### config.mk
export PLATFORM = sky130hd
export DESIGN_NAME = tlic_ctrl
export DESIGN_NICKNAME = d
export VERILOG_FILES = /design/src/tlic_pkg.sv /design/src/tlic_ctrl.sv
export SDC_FILE = /design/constraint.sdc
export NUM_CORES = 1
export LEC_CHECK = 0
export BUFFER_PORTS_ARGS = -buffer_cell sky130_fd_sc_hd__buf_4
export CORE_ASPECT_RATIO = 1.5
export CORE_MARGIN = 4
export CORE_UTILIZATION = 30
export CTS_CLUSTER_SIZE = 40
export DETAILED_ROUTE_END_ITERATION = 6
export PLACE_DENSITY = 0.56
export SLEW_MARGIN = 20
export SYNTH_ARGS = -nofsm -noshare
export SYNTH_HDL_FRONTEND = slang
export SYNTH_SLANG_ARGS = --single-unit
### constraint.sdc
create_clock -name sys_clk -period 1.85 [get_ports sys_clk]
set_clock_uncertainty 0.15 [all_clocks]
set_input_delay 0.2775 -clock sys_clk [delete_from_list [all_inputs] [get_ports sys_clk]]
set_output_delay 0.2775 -clock sys_clk [all_outputs]
set_load 0.02 [all_outputs]
### src/tlic_pkg.sv
// Purpose: Shared constants and types for the two-level interrupt controller.
// Assumes: 8-bit register data, 4-bit register index on a plain strobe port.
// Notes: Bit positions are indices into the 8-bit registers below.
package tlic_pkg;
    localparam int DATA_W = 8;
    localparam int ADDR_W = 4;
    localparam int VEC_W = 21;
    localparam int INSTR_CLKS_DEF = 4;
    // Register offsets
    localparam logic [ADDR_W-1:0] OFS_MAIN = 4'h0;
    localparam logic [ADDR_W-1:0] OFS_SECOND = 4'h1;
    localparam logic [ADDR_W-1:0] OFS_THIRD = 4'h2;
    localparam logic [ADDR_W-1:0] OFS_RCTL = 4'h3;
    localparam logic [ADDR_W-1:0] OFS_STAT = 4'h4;
    localparam logic [ADDR_W-1:0] OFS_CLR = 4'h5;
    localparam logic [ADDR_W-1:0] OFS_EN = 4'h6;
    // interrupt_control_main fields
    localparam int B_HIGH_LEVEL_GLOBAL_ENABLE = 7;
    localparam int B_LOW_LEVEL_GLOBAL_ENABLE = 6;
    localparam int B_T0IE = 5;
    localparam int B_X0IE = 4;
    localparam int B_PCIE = 3;
    localparam int B_T0IF = 2;
    localparam int B_X0IF = 1;
    localparam int B_PCIF = 0;
    // interrupt_control_second fields
    localparam int B_PUD = 7;
    localparam int B_EDG0 = 6;
    localparam int B_EDG1 = 5;
    localparam int B_EDG2 = 4;
    localparam int B_T0IP = 2;
    localparam int B_PCIP = 0;
    // Third control register fields
    localparam int B_X2IP = 7;
    localparam int B_X1IP = 6;
    localparam int B_PRIP = 5;
    localparam int B_X2IE = 4;
    localparam int B_X1IE = 3;
    localparam int B_X2IF = 1;
    localparam int B_X1IF = 0;
    // reset_control_register field
    localparam int B_PRIO_EN = 7;
    // Reset values
    localparam logic [DATA_W-1:0] MAIN_RST = 8'h00;
    localparam logic [DATA_W-1:0] SECOND_RST = 8'hF5;
    localparam logic [DATA_W-1:0] THIRD_RST = 8'hE0;
    localparam logic [DATA_W-1:0] RCTL_RST = 8'h00;
    // Vectors
    localparam logic [VEC_W-1:0] VEC_HIGH = 21'h000008;
    localparam logic [VEC_W-1:0] VEC_LOW = 21'h000018;
    // Event status bits
    localparam int EV_W = 3;
    localparam int EV_HIGH = 0;
    localparam int EV_LOW = 1;
    localparam int EV_RET = 2;
    typedef struct packed {
        logic [ADDR_W-1:0] addr;
        logic [DATA_W-1:0] wdata;
        logic wr;
        logic rd;
    } tlic_bus_t;
    typedef struct packed {
        logic load;
        logic high;
        logic [VEC_W-1:0] addr;
    } tlic_vec_t;
    typedef enum logic [1:0] {SVC_NONE, SVC_LOW, SVC_HIGH, SVC_NEST} tlic_svc_t;
endpackage

### src/tlic_ctrl.sv
// Purpose: Two-level prioritised interrupt controller for an 8-bit core.
// Assumes: Core takes every vector offered; peripherals give one enabled level.
// Notes: Instruction cycle is a divided enable of sys_clk.
// Functional notes
// - High vector 000008h, low vector 000018h
// - High preempts low; low waits for high
// - Timer, port, pins one and two: flag, enable, priority bit; peripheral: priority bit only
// - Priority mode by reset-control bit 7
// - Priority mode: bit 7 high, bit 6 low
// - Vector when flag, enable, global enable set
// - Compatibility mode: priorities ignored, vector 000008h
// - Compatibility: bit 6 peripherals, bit 7 all
// - Taking clears the governing global enable
// - Core pushes return, loads vector address
// - Return sets the enable cleared on entry
// - Pin events vector in three-four instruction cycles
// - Flags set regardless of any enable
module tlic_ctrl
    import tlic_pkg::*;
#(
    parameter int INSTR_CLKS = INSTR_CLKS_DEF
)
(
    input wire logic sys_clk,
    input wire logic reset,
    input wire tlic_bus_t bus,
    output logic [DATA_W-1:0] rdata_r,
    input wire logic [2:0] ext_pin,
    input wire logic [3:0] port_pin,
    input wire logic tmr0_overflow,
    input wire logic periph_req,
    input wire logic port_read,
    input wire logic core_return,
    output tlic_vec_t vec_r,
    output logic irq_r,
    output logic pullup_disable_r
);
    logic [DATA_W-1:0] main_r;
    logic [DATA_W-1:0] second_r;
    logic [DATA_W-1:0] third_r;
    logic [DATA_W-1:0] rctl_r;
    logic [EV_W-1:0] stat_r;
    logic [EV_W-1:0] en_r;
    logic [2:0] xs1_r, xs2_r, xs3_r, xstab_r, xprev_r;
    logic [3:0] ps1_r, ps2_r, ps3_r, pstab_r, last_read_r;
    logic [2:0] edge_sel;
    logic [2:0] edge_ev;
    logic mismatch;
    logic [$clog2(INSTR_CLKS+1)-1:0] div_r;
    logic icyc_en;
    logic [5:0] act, prio;
    logic prio_mode;
    logic want_hi, want_lo, want_hi_q, want_lo_q;
    logic armed_hi_r, armed_lo_r;
    logic take_hi, take_lo;
    tlic_svc_t svc_r;
    logic wr_main, wr_second, wr_third, wr_rctl;

    // Write decode
    assign wr_main = bus.wr && bus.addr == OFS_MAIN;
    assign wr_second = bus.wr && bus.addr == OFS_SECOND;
    assign wr_third = bus.wr && bus.addr == OFS_THIRD;
    assign wr_rctl = bus.wr && bus.addr == OFS_RCTL;
    assign prio_mode = rctl_r[B_PRIO_EN];

    // Instruction-cycle enable from a divider
    always_ff @(posedge sys_clk)
    begin
        if (reset || div_r == $bits(div_r)'(INSTR_CLKS - 1))
            div_r <= '0;
        else
            div_r <= div_r + 1'b1;
    end
    assign icyc_en = div_r == $bits(div_r)'(INSTR_CLKS - 1);

    // Pin synchronisers; a level counts once stages two and three agree
    always_ff @(posedge sys_clk)
    begin
        if (reset)
        begin
            xs1_r <= '0;
            xs2_r <= '0;
            xs3_r <= '0;
            xstab_r <= '0;
            xprev_r <= '0;
            ps1_r <= '0;
            ps2_r <= '0;
            ps3_r <= '0;
            pstab_r <= '0;
        end
        else
        begin
            xs1_r <= ext_pin;
            xs2_r <= xs1_r;
            xs3_r <= xs2_r;
            xstab_r <= (xs2_r & xs3_r) | (xstab_r & (xs2_r | xs3_r));
            xprev_r <= xstab_r;
            ps1_r <= port_pin;
            ps2_r <= ps1_r;
            ps3_r <= ps2_r;
            pstab_r <= (ps2_r & ps3_r) | (pstab_r & (ps2_r | ps3_r));
        end
    end

    // Edge select per pin: one means rising, zero means falling
    assign edge_sel = {second_r[B_EDG2], second_r[B_EDG1], second_r[B_EDG0]};
    genvar gi;
    generate
        for (gi = 0; gi < 3; gi++)
        begin : g_edge
            assign edge_ev[gi] = edge_sel[gi] ? (xstab_r[gi] & ~xprev_r[gi])
                                              : (~xstab_r[gi] & xprev_r[gi]);
        end
    endgenerate

    // Port snapshot taken on every port read; mismatch holds the flag up
    always_ff @(posedge sys_clk)
    begin
        if (reset)
            last_read_r <= '0;
        else if (port_read)
            last_read_r <= pstab_r;
    end
    assign mismatch = pstab_r != last_read_r;

    // Main control: flags set beside software writes, set wins over clear
    always_ff @(posedge sys_clk)
    begin
        if (reset)
            main_r <= MAIN_RST;
        else
        begin
            if (wr_main)
                main_r <= bus.wdata;
            if (tmr0_overflow)
                main_r[B_T0IF] <= 1'b1;
            if (edge_ev[0])
                main_r[B_X0IF] <= 1'b1;
            if (mismatch)
                main_r[B_PCIF] <= 1'b1;
            // Entry clears the level's enable; compatibility uses bit 7 too
            if (take_hi)
                main_r[B_HIGH_LEVEL_GLOBAL_ENABLE] <= 1'b0;
            else if (take_lo)
                main_r[B_LOW_LEVEL_GLOBAL_ENABLE] <= 1'b0;
            else if (core_return && (svc_r == SVC_HIGH || svc_r == SVC_NEST))
                main_r[B_HIGH_LEVEL_GLOBAL_ENABLE] <= 1'b1;
            else if (core_return && svc_r == SVC_LOW)
                main_r[B_LOW_LEVEL_GLOBAL_ENABLE] <= 1'b1;
        end
    end

    // Second control: edge selects, priorities, pull-up control
    always_ff @(posedge sys_clk)
    begin
        if (reset)
            second_r <= SECOND_RST;
        else if (wr_second)
            second_r <= bus.wdata;
    end

    // Third control: pins one and two, peripheral priority
    always_ff @(posedge sys_clk)
    begin
        if (reset)
            third_r <= THIRD_RST;
        else
        begin
            if (wr_third)
                third_r <= bus.wdata;
            if (edge_ev[1])
                third_r[B_X1IF] <= 1'b1;
            if (edge_ev[2])
                third_r[B_X2IF] <= 1'b1;
        end
    end

    // Reset control: priority mode off after reset
    always_ff @(posedge sys_clk)
    begin
        if (reset)
            rctl_r <= RCTL_RST;
        else if (wr_rctl)
            rctl_r <= bus.wdata;
    end

    // Per-source flag and enable (peripheral request alone), with its priority
    assign act = {periph_req,
                  third_r[B_X2IF] & third_r[B_X2IE],
                  third_r[B_X1IF] & third_r[B_X1IE],
                  main_r[B_PCIF] & main_r[B_PCIE],
                  main_r[B_X0IF] & main_r[B_X0IE],
                  main_r[B_T0IF] & main_r[B_T0IE]};
    // Pin zero has no priority bit and is always high
    assign prio = {third_r[B_PRIP], third_r[B_X2IP], third_r[B_X1IP],
                   second_r[B_PCIP], 1'b1, second_r[B_T0IP]};

    // Request decode for the two modes
    always_comb
    begin
        if (prio_mode)
        begin
            want_hi = main_r[B_HIGH_LEVEL_GLOBAL_ENABLE] && |(act & prio);
            want_lo = main_r[B_LOW_LEVEL_GLOBAL_ENABLE] && |(act & ~prio);
        end
        else
        begin
            want_hi = main_r[B_HIGH_LEVEL_GLOBAL_ENABLE] && (|act[4:0] || (main_r[B_LOW_LEVEL_GLOBAL_ENABLE] && act[5]));
            want_lo = 1'b0;
        end
        // A high routine blocks more high; any routine blocks low
        if (svc_r == SVC_HIGH || svc_r == SVC_NEST)
            want_hi = 1'b0;
        if (svc_r != SVC_NONE)
            want_lo = 1'b0;
    end

    // Arm at one instruction boundary, take at the next: bounded pin latency
    always_ff @(posedge sys_clk)
    begin
        if (reset)
        begin
            armed_hi_r <= 1'b0;
            armed_lo_r <= 1'b0;
        end
        else if (icyc_en)
        begin
            armed_hi_r <= want_hi && want_hi_q && !take_hi;
            armed_lo_r <= want_lo && want_lo_q && !take_lo;
        end
    end
    assign take_hi = icyc_en && armed_hi_r && want_hi;
    assign take_lo = icyc_en && armed_lo_r && want_lo && !take_hi;
    // One clock of hold before arming keeps pin latency at three to four cycles
    always_ff @(posedge sys_clk)
        {want_hi_q, want_lo_q} <= reset ? 2'h0 : {want_hi, want_lo};

    // Service level tracker
    always_ff @(posedge sys_clk)
    begin
        if (reset)
            svc_r <= SVC_NONE;
        else if (take_hi)
            svc_r <= (svc_r == SVC_LOW) ? SVC_NEST : SVC_HIGH;
        else if (take_lo)
            svc_r <= SVC_LOW;
        else if (core_return)
        begin
            unique case (svc_r)
                SVC_NEST: svc_r <= SVC_LOW;
                SVC_HIGH: svc_r <= SVC_NONE;
                SVC_LOW: svc_r <= SVC_NONE;
                SVC_NONE: svc_r <= SVC_NONE;
            endcase
        end
    end

    // Vector offer to the core: it stacks the return address and jumps
    always_ff @(posedge sys_clk)
    begin
        if (reset)
        begin
            vec_r.load <= 1'b0;
            vec_r.high <= 1'b0;
            vec_r.addr <= VEC_HIGH;
        end
        else
        begin
            vec_r.load <= take_hi || take_lo;
            if (take_hi || take_lo)
            begin
                vec_r.high <= take_hi;
                vec_r.addr <= take_hi ? VEC_HIGH : VEC_LOW;
            end
        end
    end

    // Event status, write-only clear, enable and the level interrupt
    always_ff @(posedge sys_clk)
    begin
        if (reset)
        begin
            stat_r <= '0;
            en_r <= '0;
            irq_r <= 1'b0;
        end
        else
        begin
            // Clear first, then events: an event in the clear cycle survives
            stat_r <= (stat_r & ~((bus.wr && bus.addr == OFS_CLR) ? bus.wdata[EV_W-1:0] : '0))
                      | {core_return, take_lo, take_hi};
            if (bus.wr && bus.addr == OFS_EN)
                en_r <= bus.wdata[EV_W-1:0];
            irq_r <= |(stat_r & en_r);
        end
    end

    // Pull-up control follows its register bit
    always_ff @(posedge sys_clk)
    begin
        if (reset)
            pullup_disable_r <= SECOND_RST[B_PUD];
        else
            pullup_disable_r <= second_r[B_PUD];
    end

    // Read data one cycle after the strobe; unmapped reads return zero
    always_ff @(posedge sys_clk)
    begin
        if (reset)
            rdata_r <= '0;
        else if (bus.rd)
        begin
            unique case (bus.addr)
                OFS_MAIN: rdata_r <= main_r;
                OFS_SECOND: rdata_r <= {second_r[7:4], 1'b0, second_r[B_T0IP], 1'b0, second_r[B_PCIP]};
                OFS_THIRD: rdata_r <= {third_r[7:3], 1'b0, third_r[1:0]};
                OFS_RCTL: rdata_r <= {rctl_r[B_PRIO_EN], 7'h00};
                OFS_STAT: rdata_r <= {{(DATA_W-EV_W){1'b0}}, stat_r};
                OFS_EN: rdata_r <= {{(DATA_W-EV_W){1'b0}}, en_r};
                default: rdata_r <= '0;
            endcase
        end
        else
            rdata_r <= '0;
    end

    // Checks
    a_vec_high_addr: assert property (@(posedge sys_clk) disable iff (reset)
        vec_r.load && vec_r.high |-> vec_r.addr == VEC_HIGH)
        else $error("high vector address wrong");
    a_vec_low_addr: assert property (@(posedge sys_clk) disable iff (reset)
        vec_r.load && !vec_r.high |-> vec_r.addr == VEC_LOW)
        else $error("low vector address wrong");
    a_low_not_nested: assert property (@(posedge sys_clk) disable iff (reset)
        vec_r.load && !vec_r.high |-> $past(svc_r) == SVC_NONE)
        else $error("low vector taken inside a routine");
    a_compat_single_vec: assert property (@(posedge sys_clk) disable iff (reset)
        vec_r.load && !$past(prio_mode) |-> vec_r.high)
        else $error("low vector in compatibility mode");
    a_take_clears_gie: assert property (@(posedge sys_clk) disable iff (reset)
        vec_r.load && vec_r.high |-> !main_r[B_HIGH_LEVEL_GLOBAL_ENABLE] && $past(main_r[B_HIGH_LEVEL_GLOBAL_ENABLE]))
        else $error("high take left enable set");
    a_low_gated: assert property (@(posedge sys_clk) disable iff (reset)
        vec_r.load && !vec_r.high |-> $past(main_r[B_LOW_LEVEL_GLOBAL_ENABLE]) && !main_r[B_LOW_LEVEL_GLOBAL_ENABLE])
        else $error("low take without low enable");
    a_ret_low_enable: assert property (@(posedge sys_clk) disable iff (reset)
        core_return && svc_r == SVC_LOW && !take_hi |=> main_r[B_LOW_LEVEL_GLOBAL_ENABLE])
        else $error("return did not re-enable low");
    a_timer_flag_set: assert property (@(posedge sys_clk) disable iff (reset)
        tmr0_overflow |=> main_r[B_T0IF])
        else $error("timer flag not set");
    a_pin_flag_set: assert property (@(posedge sys_clk) disable iff (reset)
        edge_ev[0] |=> main_r[B_X0IF])
        else $error("pin flag not set");
    a_port_flag_hold: assert property (@(posedge sys_clk) disable iff (reset)
        mismatch |=> main_r[B_PCIF])
        else $error("port flag dropped during mismatch");
    a_reset_compat: assert property (@(posedge sys_clk)
        $past(reset) |-> !rctl_r[B_PRIO_EN])
        else $error("priority mode set after reset");
    a_take_latency: assert property (@(posedge sys_clk) disable iff (reset)
        $rose(armed_hi_r) && want_hi |-> ##[1:4] vec_r.load || !want_hi)
        else $error("armed request not taken in one instruction cycle");
endmodule

==> Implementation_results.wiki, run 1 <==
{| class="wikitable"
! Metric !! Value
|-
| Run status || complete, no violations
|-
| Post-synth EDFFs || 0
|-
| Min cycle time layout || 1.819 ns
|-
| Worst endpoint required time || 1.92 ns
|-
| Total CTS buffers || 9
|-
| Via count of the first global-routing pass || 2586
|-
| Num rows || 47
|-
| Area taken by multi-input logic gates || 1590 um^2
|-
| Static Leakage || 1.759 nW
|-
| Fraction of final layout cells sized beyond drive strength 1 || 0.2120
|-
| Die outline height || 138.9 um
|-
| Worst-Skew Late Latency || 0.34 ns
|-
| Top Ports || 60
|-
| DRC violation count after routing || 0
|-
| Sequential area share after synthesis || 0.4967
|-
| Share of synthesized registers carrying an async set or reset || 0
|-
| Cells taking the most area after synthesis || sky130_fd_sc_hd__dfxtp_1 (50%), sky130_fd_sc_hd__mux2i_1 (6.7%), sky130_fd_sc_hd__nor2b_1 (5.1%)
|-
| Maximum number of pins on one net before global-route repair || 77
|-
| Area grow syn2layout || 24.07%
|-
| Number of inserted filler cells in the final layout || 1123
|-
| Fmax || 549.6 MHz
|-
| Total standard cell area after synthesis || 3426 um^2
|-
| Kind of end point of the critical path || flop
|-
| Die Outline Area || 13230 um^2
|-
| Post-synth top area cell || sky130_fd_sc_hd__dfxtp_1
|-
| Setup repair after global routing missed its margin || true
|-
| Avg Inst Size Synth || 9.543 um^2
|-
| Initial standard-cell utilization of the core || 0.3082
|-
| Startpoint types || flop
|-
| Biggest fanout along the worst timing path || 8
|-
| Global route total overflow || 0
|-
| Final setup violation count || 0
|-
| Count of antenna diodes in the layout || 0
|-
| Number of nets with antenna violations after routing || 0
|-
| Area share of the largest cell type after synthesis || 0.4967
|-
| Maximum buffer depth of the clock tree || 2
|-
| Arrival time at the worst endpoint || 1.89 ns
|-
| Total Power || 3.869 mW
|-
| Vias per cell || 4.653
|-
| Max-cap check violation count || 0
|-
| Average wire per standard cell || 13.50 um
|-
| First-pass GRT wire length || 12510 um
|-
| Flops & latches, synth || 85
|-
| Post-layout net count || 439
|-
| Number of endpoints with negative hold slack in the final report || 0
|-
| DPL Wire Length || 5443 um
|-
| Clock Root Buffer || sky130_fd_sc_hd__clkbuf_16
|-
| Critical setup path kind || reg -> reg
|-
| Detailed Route WL || 7587 um
|-
| Starting DRT DRC Count || 102
|-
| Number of slew-limit violations in the final report || 0
|-
| Buffers added on ports || 39
|-
| CTS sink count || 85
|-
| DR vias || 2615
|-
| Number of search-and-repair iterations in the first detailed-routing pass || 5
|-
| Most used DFF post-synth || sky130_fd_sc_hd__dfxtp_1
|-
| Pwr dens || 910.3 nW/um^2
|-
| Type of the worst min-delay path || in -> reg
|-
| Total GRT Usage || 0.1220
|-
| Synth cell types || 45
|-
| Non-filler instance count after layout || 562
|-
| Cell depth of the worst min-delay path || 2
|-
| Final weighted congestion in routability-driven placement || 0.8593
|-
| Initial antenna violation count || 0
|-
| Cell depth of the worst flop-to-flop path || 5
|-
| Depth of the CTS H-tree || 3
|-
| Cells after Synth || 359
|-
| Register clock-pin slew on the reported worst setup and hold paths || 0.06 ns
|-
| Worst vdd rail ir drop || 0.0005007 V
|-
| TritonCTS clock tree || done
|-
| Number of warnings reported in the yosys synthesis log || 0
|-
| Cell count after placement || 538
|-
| Standard cell core area || 11110 um^2
|-
| FF/Latch Area || 1707 um^2
|-
| Final critical-path share of the clock period || 0.9835
|-
| Width of the die || 95.25 um
|}
[logic make-up after synthesis]
group                      synth area share
and+or+nand+nor                      0.1980
DFF                                  0.4967
AOI/OAI and AO/OA                    0.1293
buffers and inverters               0.06939
muxes                               0.08692
xor gates and xnor gates            0.01023
adders and majority gates          0.007303
other                              0.002192
[layout make-up]
type                       instances  share of cell area
clock buffer                      13             0.06123
clock inverter                     3            0.004710
inverter                           7            0.006182
multi-input combinational        249              0.3742
sequential                        85              0.4015
tap                              147             0.04327
timing repair buffer              58              0.1089
[per-stage QoR]
step	util	cell area, um^2	setup TNS [ns]	hold WS (ns)	setup slack [ns]
floorplan	-	3527	0	0.2449	0.01347
global placement	0.3492	3881	0	0.2678	0.04241
detailed placement	0.3492	3881	-0.01511	0.2743	-0.01511
CTS	0.3799	4223	0	0.01653	0.002813
global route	0.3824	4250	-0.08885	0.03931	-0.04627
finish	0.3824	4250	0	0.01313	0.03059
[power breakdown]
part | leakage [nW] | internal [mW] | switching, mW | total (mW)
clock network | 0.132 | 0.982 | 0.712 | 1.69
registers | 0.692 | 1.87 | 0.0282 | 1.90
logic | 0.935 | 0.121 | 0.153 | 0.274
total | 1.76 | 2.98 | 0.893 | 3.87
[placed cells by master, fill, tap and decap left out, drive strengths merged, types with 2 or more instances in the layout]
cell type and instances:
a211o 10, a21oi 31, a22oi 4, a31o 2, a41oi 2, and3 9
and4b 2, buf 52, clkbuf 13, clkinvlp 2, conb 20, dfxtp 85
dlygate4sd3 6, ha 2, inv 7, mux2 2, mux2i 23, mux4 2
nand2 29, nand2b 3, nand3 6, nand3b 3, nand4b 2, nor2 33
nor2b 28, nor3 4, nor3b 4, o21ai 9, or2 3, xor2 4
[what timing repair did]
item / in CTS / in global routing
pin swaps: 2 / 1
endpoints found under the setup margin: 1 / 3
hold buffers: 6 / 0
buffers inserted: 0 / 2
hold endpoints to repair: 6 / 0
gates resized for setup: 1 / 5
[Yosys cell counts, types with 2 or more instances]
| cell | count |
|---|---|
| sky130_fd_sc_hd__a211o_1 | 9 |
| sky130_fd_sc_hd__a21oi_1 | 31 |
| sky130_fd_sc_hd__a22oi_1 | 4 |
| sky130_fd_sc_hd__a41oi_1 | 2 |
| sky130_fd_sc_hd__and3_1 | 9 |
| sky130_fd_sc_hd__and4b_1 | 2 |
| sky130_fd_sc_hd__buf_4 | 20 |
| sky130_fd_sc_hd__clkbuf_1 | 14 |
| sky130_fd_sc_hd__conb_1 | 2 |
| sky130_fd_sc_hd__dfxtp_1 | 85 |
| sky130_fd_sc_hd__ha_1 | 2 |
| sky130_fd_sc_hd__inv_1 | 7 |
| sky130_fd_sc_hd__mux2_2 | 2 |
| sky130_fd_sc_hd__mux2i_1 | 23 |
| sky130_fd_sc_hd__mux4_2 | 2 |
| sky130_fd_sc_hd__nand2_1 | 29 |
| sky130_fd_sc_hd__nand2b_1 | 3 |
| sky130_fd_sc_hd__nand3_1 | 6 |
| sky130_fd_sc_hd__nand3b_1 | 3 |
| sky130_fd_sc_hd__nand4b_1 | 2 |
| sky130_fd_sc_hd__nor2_1 | 33 |
| sky130_fd_sc_hd__nor2b_1 | 28 |
| sky130_fd_sc_hd__nor3_1 | 4 |
| sky130_fd_sc_hd__nor3b_1 | 3 |
| sky130_fd_sc_hd__o21ai_0 | 9 |
| sky130_fd_sc_hd__or2_2 | 3 |
| sky130_fd_sc_hd__xor2_1 | 4 |
[critical path, cell delays in order (launching register included)]
cell and delay [ns]:
sky130_fd_sc_hd__dfxtp_1 0.38, sky130_fd_sc_hd__a22oi_1 0.27, sky130_fd_sc_hd__a31o_1 0.20, sky130_fd_sc_hd__a41o_4 0.14, sky130_fd_sc_hd__or3b_4 0.40, sky130_fd_sc_hd__nor3b_2 0.16
[worst paths after layout]
path / slack, ns / from / endpoint
worst max register to register: 0.03 / third_r[4] / main_r[6]
worst min register to register: 0.28 / div_r[0] / div_r[0]
worst min-delay path: 0.01 / ext_pin[2] / xs1_r[2]
worst max-delay path: 0.03 / third_r[4] / main_r[6]
[sequential cells by signal (all words and copies together), names as in the netlist, 4 cells and up]
signal       flops
ps2_r            4
pstab_r          4
ps1_r            4
rdata_r          8
main_r           8
last_read_r      4
third_r          7
ps3_r            4
second_r         6
[routing by layer]
layer  global-route usage  share of wire  wire length (um)  up-vias
met5                    0              0                 0        -
met4              0.07985          0.042               320        0
met3              0.02334          0.047               360       23
met2               0.2097           0.52              3959       79
met1               0.1323           0.39              2947     1214
li1                     -              -                 -     1299
Power figures use the tool's default switching activity.
==> run 2: changes to the inputs <==
- REMOVE_ABC_BUFFERS: not set -> 1
==> Implementation_results.wiki, run 2 (same netlist as run 1, synthesis figures left out) <==
{| class="wikitable"
! Metric !! Value
|-
| Run status || complete, no violations
|-
| Via count of the first global-routing pass || 2527 (-2.3%)
|-
| Highest-count cells in the layout ignoring fill and taps || sky130_fd_sc_hd__dfxtp_1 (78), sky130_fd_sc_hd__buf_4 (55), sky130_fd_sc_hd__nor2_1 (33)
|-
| Kind of end point of the critical path || flop
|-
| Width of the die || 95.25 um (unchanged)
|-
| CTS sink count || 85 (unchanged)
|-
| Startpoint types || flop
|-
| Average wire per standard cell || 13.21 um (-2.1%)
|-
| Final core utilization || 0.3844 (+0.002026)
|-
| Top Ports || 60 (unchanged)
|-
| Maximum number of pins on one net before global-route repair || 42 (-45%)
|-
| Non-filler instance count after layout || 563 (+0.18%)
|-
| Arrival time at the worst endpoint || 1.86 ns (-0.03 ns)
|-
| Number of nets with antenna violations after routing || 0 (unchanged)
|-
| Worst path cell trace || ha_4, ha_4, nand4b_1, a31o_1, a41o_4, or3b_4, nor3b_2
|-
| Number of search-and-repair iterations in the first detailed-routing pass || 4 (-1)
|-
| Fmax || 556.0 MHz (+1.2%)
|-
| Final critical-path share of the clock period || 0.9723 (-0.01120)
|-
| Final weighted congestion in routability-driven placement || 0.8110 (-5.6%)
|-
| Crit path max-delay family || simple AND/OR/NAND/NOR gates
|-
| Worst setup path endpoint || main_r[6]
|-
| Die outline height || 138.9 um (unchanged)
|-
| Worst slack at placement || -0.01550 ns (-0.0003896 ns)
|-
| TritonCTS clock tree || done
|-
| Count of cell instances traversed by the critical path || 7 (+2)
|-
| Most frequent standard cell in the layout excluding fill and tap cells || sky130_fd_sc_hd__dfxtp_1
|-
| Number of slew-limit violations in the final report || 0 (unchanged)
|-
| Cell with the largest stage delay on the worst path || sky130_fd_sc_hd__or3b_4
|-
| Starting DRT DRC Count || 152 (+49%)
|-
| Biggest fanout along the worst timing path || 6 (-2)
|-
| Initial antenna violation count || 0 (unchanged)
|-
| Die Outline Area || 13230 um^2 (unchanged)
|-
| Type of the worst min-delay path || in -> reg
|-
| Vias per cell || 4.591 (-1.3%)
|-
| Buffers added on ports || 39 (unchanged)
|-
| Depth of the CTS H-tree || 3 (unchanged)
|-
| Final setup violation count || 0 (unchanged)
|-
| Post-layout instance area || 4273 um^2 (+0.53%)
|-
| Total GRT Usage || 0.1204 (-0.001656)
|-
| Worst reg2reg setup slack || 0.05 ns (+0.02 ns)
|-
| Buffering stage count on the worst path with inverters included || 0 (unchanged)
|-
| Critical setup path kind || reg -> reg
|-
| Maximum buffer depth of the clock tree || 2 (unchanged)
|-
| DRC violation count after routing || 0 (unchanged)
|-
| CP startpoint || div_r[0]
|-
| Max-cap check violation count || 0 (unchanged)
|-
| Post-layout net count || 441 (+0.46%)
|-
| Static Leakage || 1.775 nW (+0.92%)
|-
| Placed standard-cell area || 3879 um^2 (about the same)
|-
| Area grow syn2layout || 24.73%
|-
| Standard cell core area || 11110 um^2 (unchanged)
|-
| Worst-Skew Late Latency || 0.33 ns (about the same)
|-
| Pwr dens || 918.8 nW/um^2 (+0.94%)
|-
| Cell depth of the worst flop-to-flop path || 7 (+2)
|-
| Num rows || 47 (unchanged)
|-
| Min cycle time layout || 1.799 ns (-0.02072 ns)
|-
| Count of antenna diodes in the layout || 0 (unchanged)
|-
| Reg-to-Reg End || main_r[6]
|-
| Worst vdd rail ir drop || 0.0005010 V (about the same)
|-
| Biggest regs || main_r: 8 flops, rdata_r: 8 flops, third_r: 7 flops
|-
| DPL Wire Length || 5563 um (+2.2%)
|-
| Number of endpoints with negative hold slack in the final report || 0 (unchanged)
|-
| Total CTS buffers || 9 (unchanged)
|-
| Min-Delay Startpoint || ext_pin[2]
|-
| Crit Reg-Reg Startpoint || div_r[0]
|-
| Register clock-pin slew on the reported worst setup and hold paths || 0.06 ns (about the same)
|-
| First-pass GRT wire length || 12280 um (-1.9%)
|-
| Number of inserted filler cells in the final layout || 1117 (-0.53%)
|-
| Total Negative Setup Slacks || 0 ns (unchanged)
|-
| Global route total overflow || 0 (unchanged)
|-
| Worst endpoint required time || 1.91 ns (about the same)
|-
| DR vias || 2585 (-1.1%)
|-
| Fraction of final layout cells sized beyond drive strength 1 || 0.2308 (+0.01872)
|-
| Cell count after placement || 543 (+0.93%)
|-
| Cell seen most often among critical-path stages || sky130_fd_sc_hd__ha_4
|-
| Clock Root Buffer || sky130_fd_sc_hd__clkbuf_16
|-
| Worst stage delay on the critical path || 0.40 ns (about the same)
|-
| Detailed Route WL || 7438 um (-2.0%)
|-
| Setup WS post-layout || 0.05131 ns (+0.02072 ns)
|-
| Initial standard-cell utilization of the core || 0.3082 (unchanged)
|}
[run 2: cell count changes in the layout (fill, tap and decap cells not counted), sizes merged]
| cell | change |
|---|---|
| inv | +2 |
| buf | +3 |
| clkbuf | -3 |
| dlygate4sd3 | -1 |
| clkinvlp | -1 |
| bufinv | +1 |
[run 2: per-layer routing]
| metal | share of wire | global-route usage | wire (um) |
|---|---|---|---|
| met3 | 0.045 | 0.03203 | 336 |
| met4 | 0.042 | 0.07757 | 311 |
| met1 | 0.39 | 0.1330 | 2933 |
| met5 | 0 | 0 | 0 |
| met2 | 0.52 | 0.1986 | 3857 |
[run 2: worst reg2reg max path: stages, from the launching register on]
cell,delay [ns]
sky130_fd_sc_hd__dfxtp_2,0.33
sky130_fd_sc_hd__ha_4,0.16
sky130_fd_sc_hd__ha_4,0.15
sky130_fd_sc_hd__nand4b_1,0.08
sky130_fd_sc_hd__a31o_1,0.12
sky130_fd_sc_hd__a41o_4,0.13
sky130_fd_sc_hd__or3b_4,0.40
sky130_fd_sc_hd__nor3b_2,0.16
[run 2: worst min-delay path by stage]
stage,to,depth (start not counted),slack (ns)
6_report,xs1_r[2],2,0.007
5_1_grt,ps1_r[2],2,0.01
3_5_place_dp,div_r[0],1,0.27
3_3_place_gp,div_r[0],1,0.26
4_1_cts,xs1_r[2],2,0.005
2_1_floorplan,armed_hi_r,1,0.20
[run 2: repair_timing]
action                                  4_1_cts  5_1_grt
setup buffers                                 0        0
pin swaps                                     3        3
endpoints found under the setup margin        2        6
hold buffers                                  5        0
hold endpoints to repair                      5        0
gates resized for setup                       4       13
[run 2: metrics by stage]
stage          total power [mW]  hold WS, ns
6_report                  3.926     0.007478
5_1_grt                   4.087     0.009725
4_1_cts                   3.971     0.005094
3_5_place_dp              2.197       0.2730
3_3_place_gp              2.194       0.2615
2_1_floorplan             2.054       0.1966
[run 2: final cells by class]
cell class / count / area (um^2) / area share
Clock buffer: 10 / 229.0 / 0.05359
Clock inverter: 5 / 60.06 / 0.01406
Inverter: 7 / 26.28 / 0.006149
Multi-Input combinational cell: 249 / 1600 / 0.3745
Sequential cell: 85 / 1710 / 0.4003
Tap cell: 147 / 183.9 / 0.04305
Timing Repair Buffer: 60 / 462.9 / 0.1083
[run 2: power breakdown]
part           total, mW  internal (mW)  switching [mW]
Combinational      0.275          0.121           0.154
Clock               1.75           1.04           0.704
Sequential          1.90           1.87          0.0282
Total               3.93           3.04           0.886
==> run 3: changes to the inputs <==
- SETUP_SLACK_MARGIN: not set -> 0.3
==> Implementation_results.wiki, run 3 (same netlist as run 1, synthesis figures left out) <==
{| class="wikitable"
! Metric !! Value
|-
| Run status || complete, no violations
|-
| Total GRT Usage || 0.1217 (+0.001323)
|-
| Total CTS buffers || 9 (unchanged)
|-
| Number of nets with antenna violations after routing || 0 (unchanged)
|-
| DR vias || 2609 (+0.93%)
|-
| Clock Root Buffer || sky130_fd_sc_hd__clkbuf_16
|-
| Crit Reg-Reg Startpoint || div_r[0]
|-
| Area grow syn2layout || 25.13%
|-
| DPL Wire Length || 5563 um (unchanged)
|-
| Average wire per standard cell || 13.26 um (+0.38%)
|-
| Final setup violation count || 0 (unchanged)
|-
| Post-layout net count || 441 (unchanged)
|-
| Worst endpoint required time || 1.91 ns (about the same)
|-
| CTS sink count || 85 (unchanged)
|-
| Worst path cell trace || ha_4, ha_4, nand4b_1, a31o_1, a41o_4, or3b_4, nor3b_2
|-
| Most frequent standard cell in the layout excluding fill and tap cells || sky130_fd_sc_hd__dfxtp_1
|-
| Placed standard-cell area || 3879 um^2 (unchanged)
|-
| Fmax || 557.9 MHz (+0.34%)
|-
| Final critical-path share of the clock period || 0.9690 (-0.003302)
|-
| DRC violation count after routing || 0 (unchanged)
|-
| Fraction of final layout cells sized beyond drive strength 1 || 0.2428 (+0.01202)
|-
| Biggest regs || main_r: 8 flops, rdata_r: 8 flops, third_r: 7 flops
|-
| Arrival time at the worst endpoint || 1.85 ns (about the same)
|-
| Initial standard-cell utilization of the core || 0.3082 (unchanged)
|-
| Type of the worst min-delay path || in -> reg
|-
| Max-cap check violation count || 0 (unchanged)
|-
| Highest-count cells in the layout ignoring fill and taps || sky130_fd_sc_hd__dfxtp_1 (75), sky130_fd_sc_hd__buf_4 (55), sky130_fd_sc_hd__nor2_1 (33)
|-
| Static Leakage || 1.781 nW (+0.34%)
|-
| Via count of the first global-routing pass || 2555 (+1.1%)
|-
| Min cycle time layout || 1.793 ns (-0.006108 ns)
|-
| Biggest fanout along the worst timing path || 6 (unchanged)
|-
| Vias per cell || 4.634 (+0.93%)
|-
| Cell seen most often among critical-path stages || sky130_fd_sc_hd__ha_4
|-
| Setup WS post-layout || 0.05742 ns (+0.006108 ns)
|-
| Number of endpoints with negative hold slack in the final report || 0 (unchanged)
|-
| Initial antenna violation count || 0 (unchanged)
|-
| Depth of the CTS H-tree || 3 (unchanged)
|-
| Starting DRT DRC Count || 141 (-7.2%)
|-
| Global route total overflow || 0 (unchanged)
|-
| Cell with the largest stage delay on the worst path || sky130_fd_sc_hd__or3b_4
|-
| Worst stage delay on the critical path || 0.40 ns (about the same)
|-
| CP startpoint || div_r[0]
|-
| Standard cell core area || 11110 um^2 (unchanged)
|-
| Detailed Route WL || 7466 um (+0.38%)
|-
| Count of antenna diodes in the layout || 0 (unchanged)
|-
| Width of the die || 95.25 um (unchanged)
|-
| TritonCTS clock tree || done
|-
| First-pass GRT wire length || 12430 um (+1.2%)
|-
| Setup fix buffers added after clock tree synthesis || 0 (unchanged)
|-
| Die Outline Area || 13230 um^2 (unchanged)
|-
| Num rows || 47 (unchanged)
|-
| Maximum number of pins on one net before global-route repair || 42 (unchanged)
|-
| Kind of end point of the critical path || flop
|-
| Number of search-and-repair iterations in the first detailed-routing pass || 5 (+1)
|-
| Buffers added on ports || 39 (unchanged)
|-
| Critical setup path kind || reg -> reg
|-
| Final weighted congestion in routability-driven placement || 0.8110 (unchanged)
|-
| Maximum buffer depth of the clock tree || 2 (unchanged)
|-
| Setup repair after global routing missed its margin || true
|-
| Number of inserted filler cells in the final layout || 1117 (unchanged)
|-
| Top Ports || 60 (unchanged)
|-
| Post-layout instance area || 4287 um^2 (+0.32%)
|-
| Register clock-pin slew on the reported worst setup and hold paths || 0.06 ns (about the same)
|-
| Worst slack at placement || -0.01550 ns (unchanged)
|-
| Worst-Skew Late Latency || 0.33 ns (about the same)
|-
| Worst vdd rail ir drop || 0.0004995 V (-0.31%)
|-
| Die outline height || 138.9 um (unchanged)
|-
| Startpoint types || flop
|-
| Pwr dens || 915.6 nW/um^2 (-0.35%)
|-
| Min-Delay Startpoint || ext_pin[2]
|-
| Number of slew-limit violations in the final report || 0 (unchanged)
|}
run 3: critical path, delay by kind of cell, from the launching register on:
kind                       cells  cell delay, ns
DFF                            1            0.33
adders and majority gates      2            0.31
and+or+nand+nor                3            0.64
AOI/OAI and AO/OA              2            0.25
run 3: repair_timing:
action | CTS | global route
hold buffers | 5 | 0
gates resized for setup | 20 | 2
hold endpoints to repair | 5 | 0
setup endpoints to repair | 11 | 10
pin swaps | 7 | 0
run 3: area by class of cell:
type	instances	area [um^2]	share of cell area
sequential	85	1714	0.3999
multi-input combinational	249	1610	0.3757
timing repair buffer	60	462.9	0.1080
clock buffer	10	229.0	0.05342
tap	147	183.9	0.04291
clock inverter	5	60.06	0.01401
inverter	7	26.28	0.006130
run 3: path summary, 6_finish.rpt:
check                    to  slack [ns]  cells past startpoint
setup / recovery  main_r[6]        0.06                      7
hold / removal     xs1_r[2]       0.008                      2
setup reg to reg  main_r[6]        0.06                      7
hold reg to reg    div_r[0]        0.28                      1
run 3: through the flow:
| stage | hold WS [ns] | cells | util | power (mW) | setup TNS (ns) |
|---|---|---|---|---|---|
| after floorplan | 0.1966 | 341 | - | 2.054 | -0.07263 |
| after global placement | 0.2615 | 543 | 0.3490 | 2.194 | 0 |
| after detailed placement | 0.2730 | 543 | 0.3490 | 2.197 | -0.01550 |
| after CTS | 0.005094 | 563 | 0.3853 | 3.981 | 0 |
| after global routing | 0.009725 | 563 | 0.3857 | 4.089 | -0.006585 |
| final | 0.007767 | 563 | 0.3857 | 3.925 | 0 |
run 3: per-layer routing:
| metal | share of wire | wire, um | track usage |
|---|---|---|---|
| met2 | 0.51 | 3841 | 0.2027 |
| met4 | 0.043 | 318 | 0.07757 |
| met5 | 0 | 0 | 0 |
| met3 | 0.050 | 373 | 0.03203 |
| met1 | 0.39 | 2932 | 0.1334 |
run 3: power by group:
| part | internal, mW | switching [mW] | leakage (nW) |
|---|---|---|---|
| registers | 1.87 | 0.0283 | 0.695 |
| logic | 0.121 | 0.154 | 0.947 |
| clock network | 1.04 | 0.703 | 0.139 |
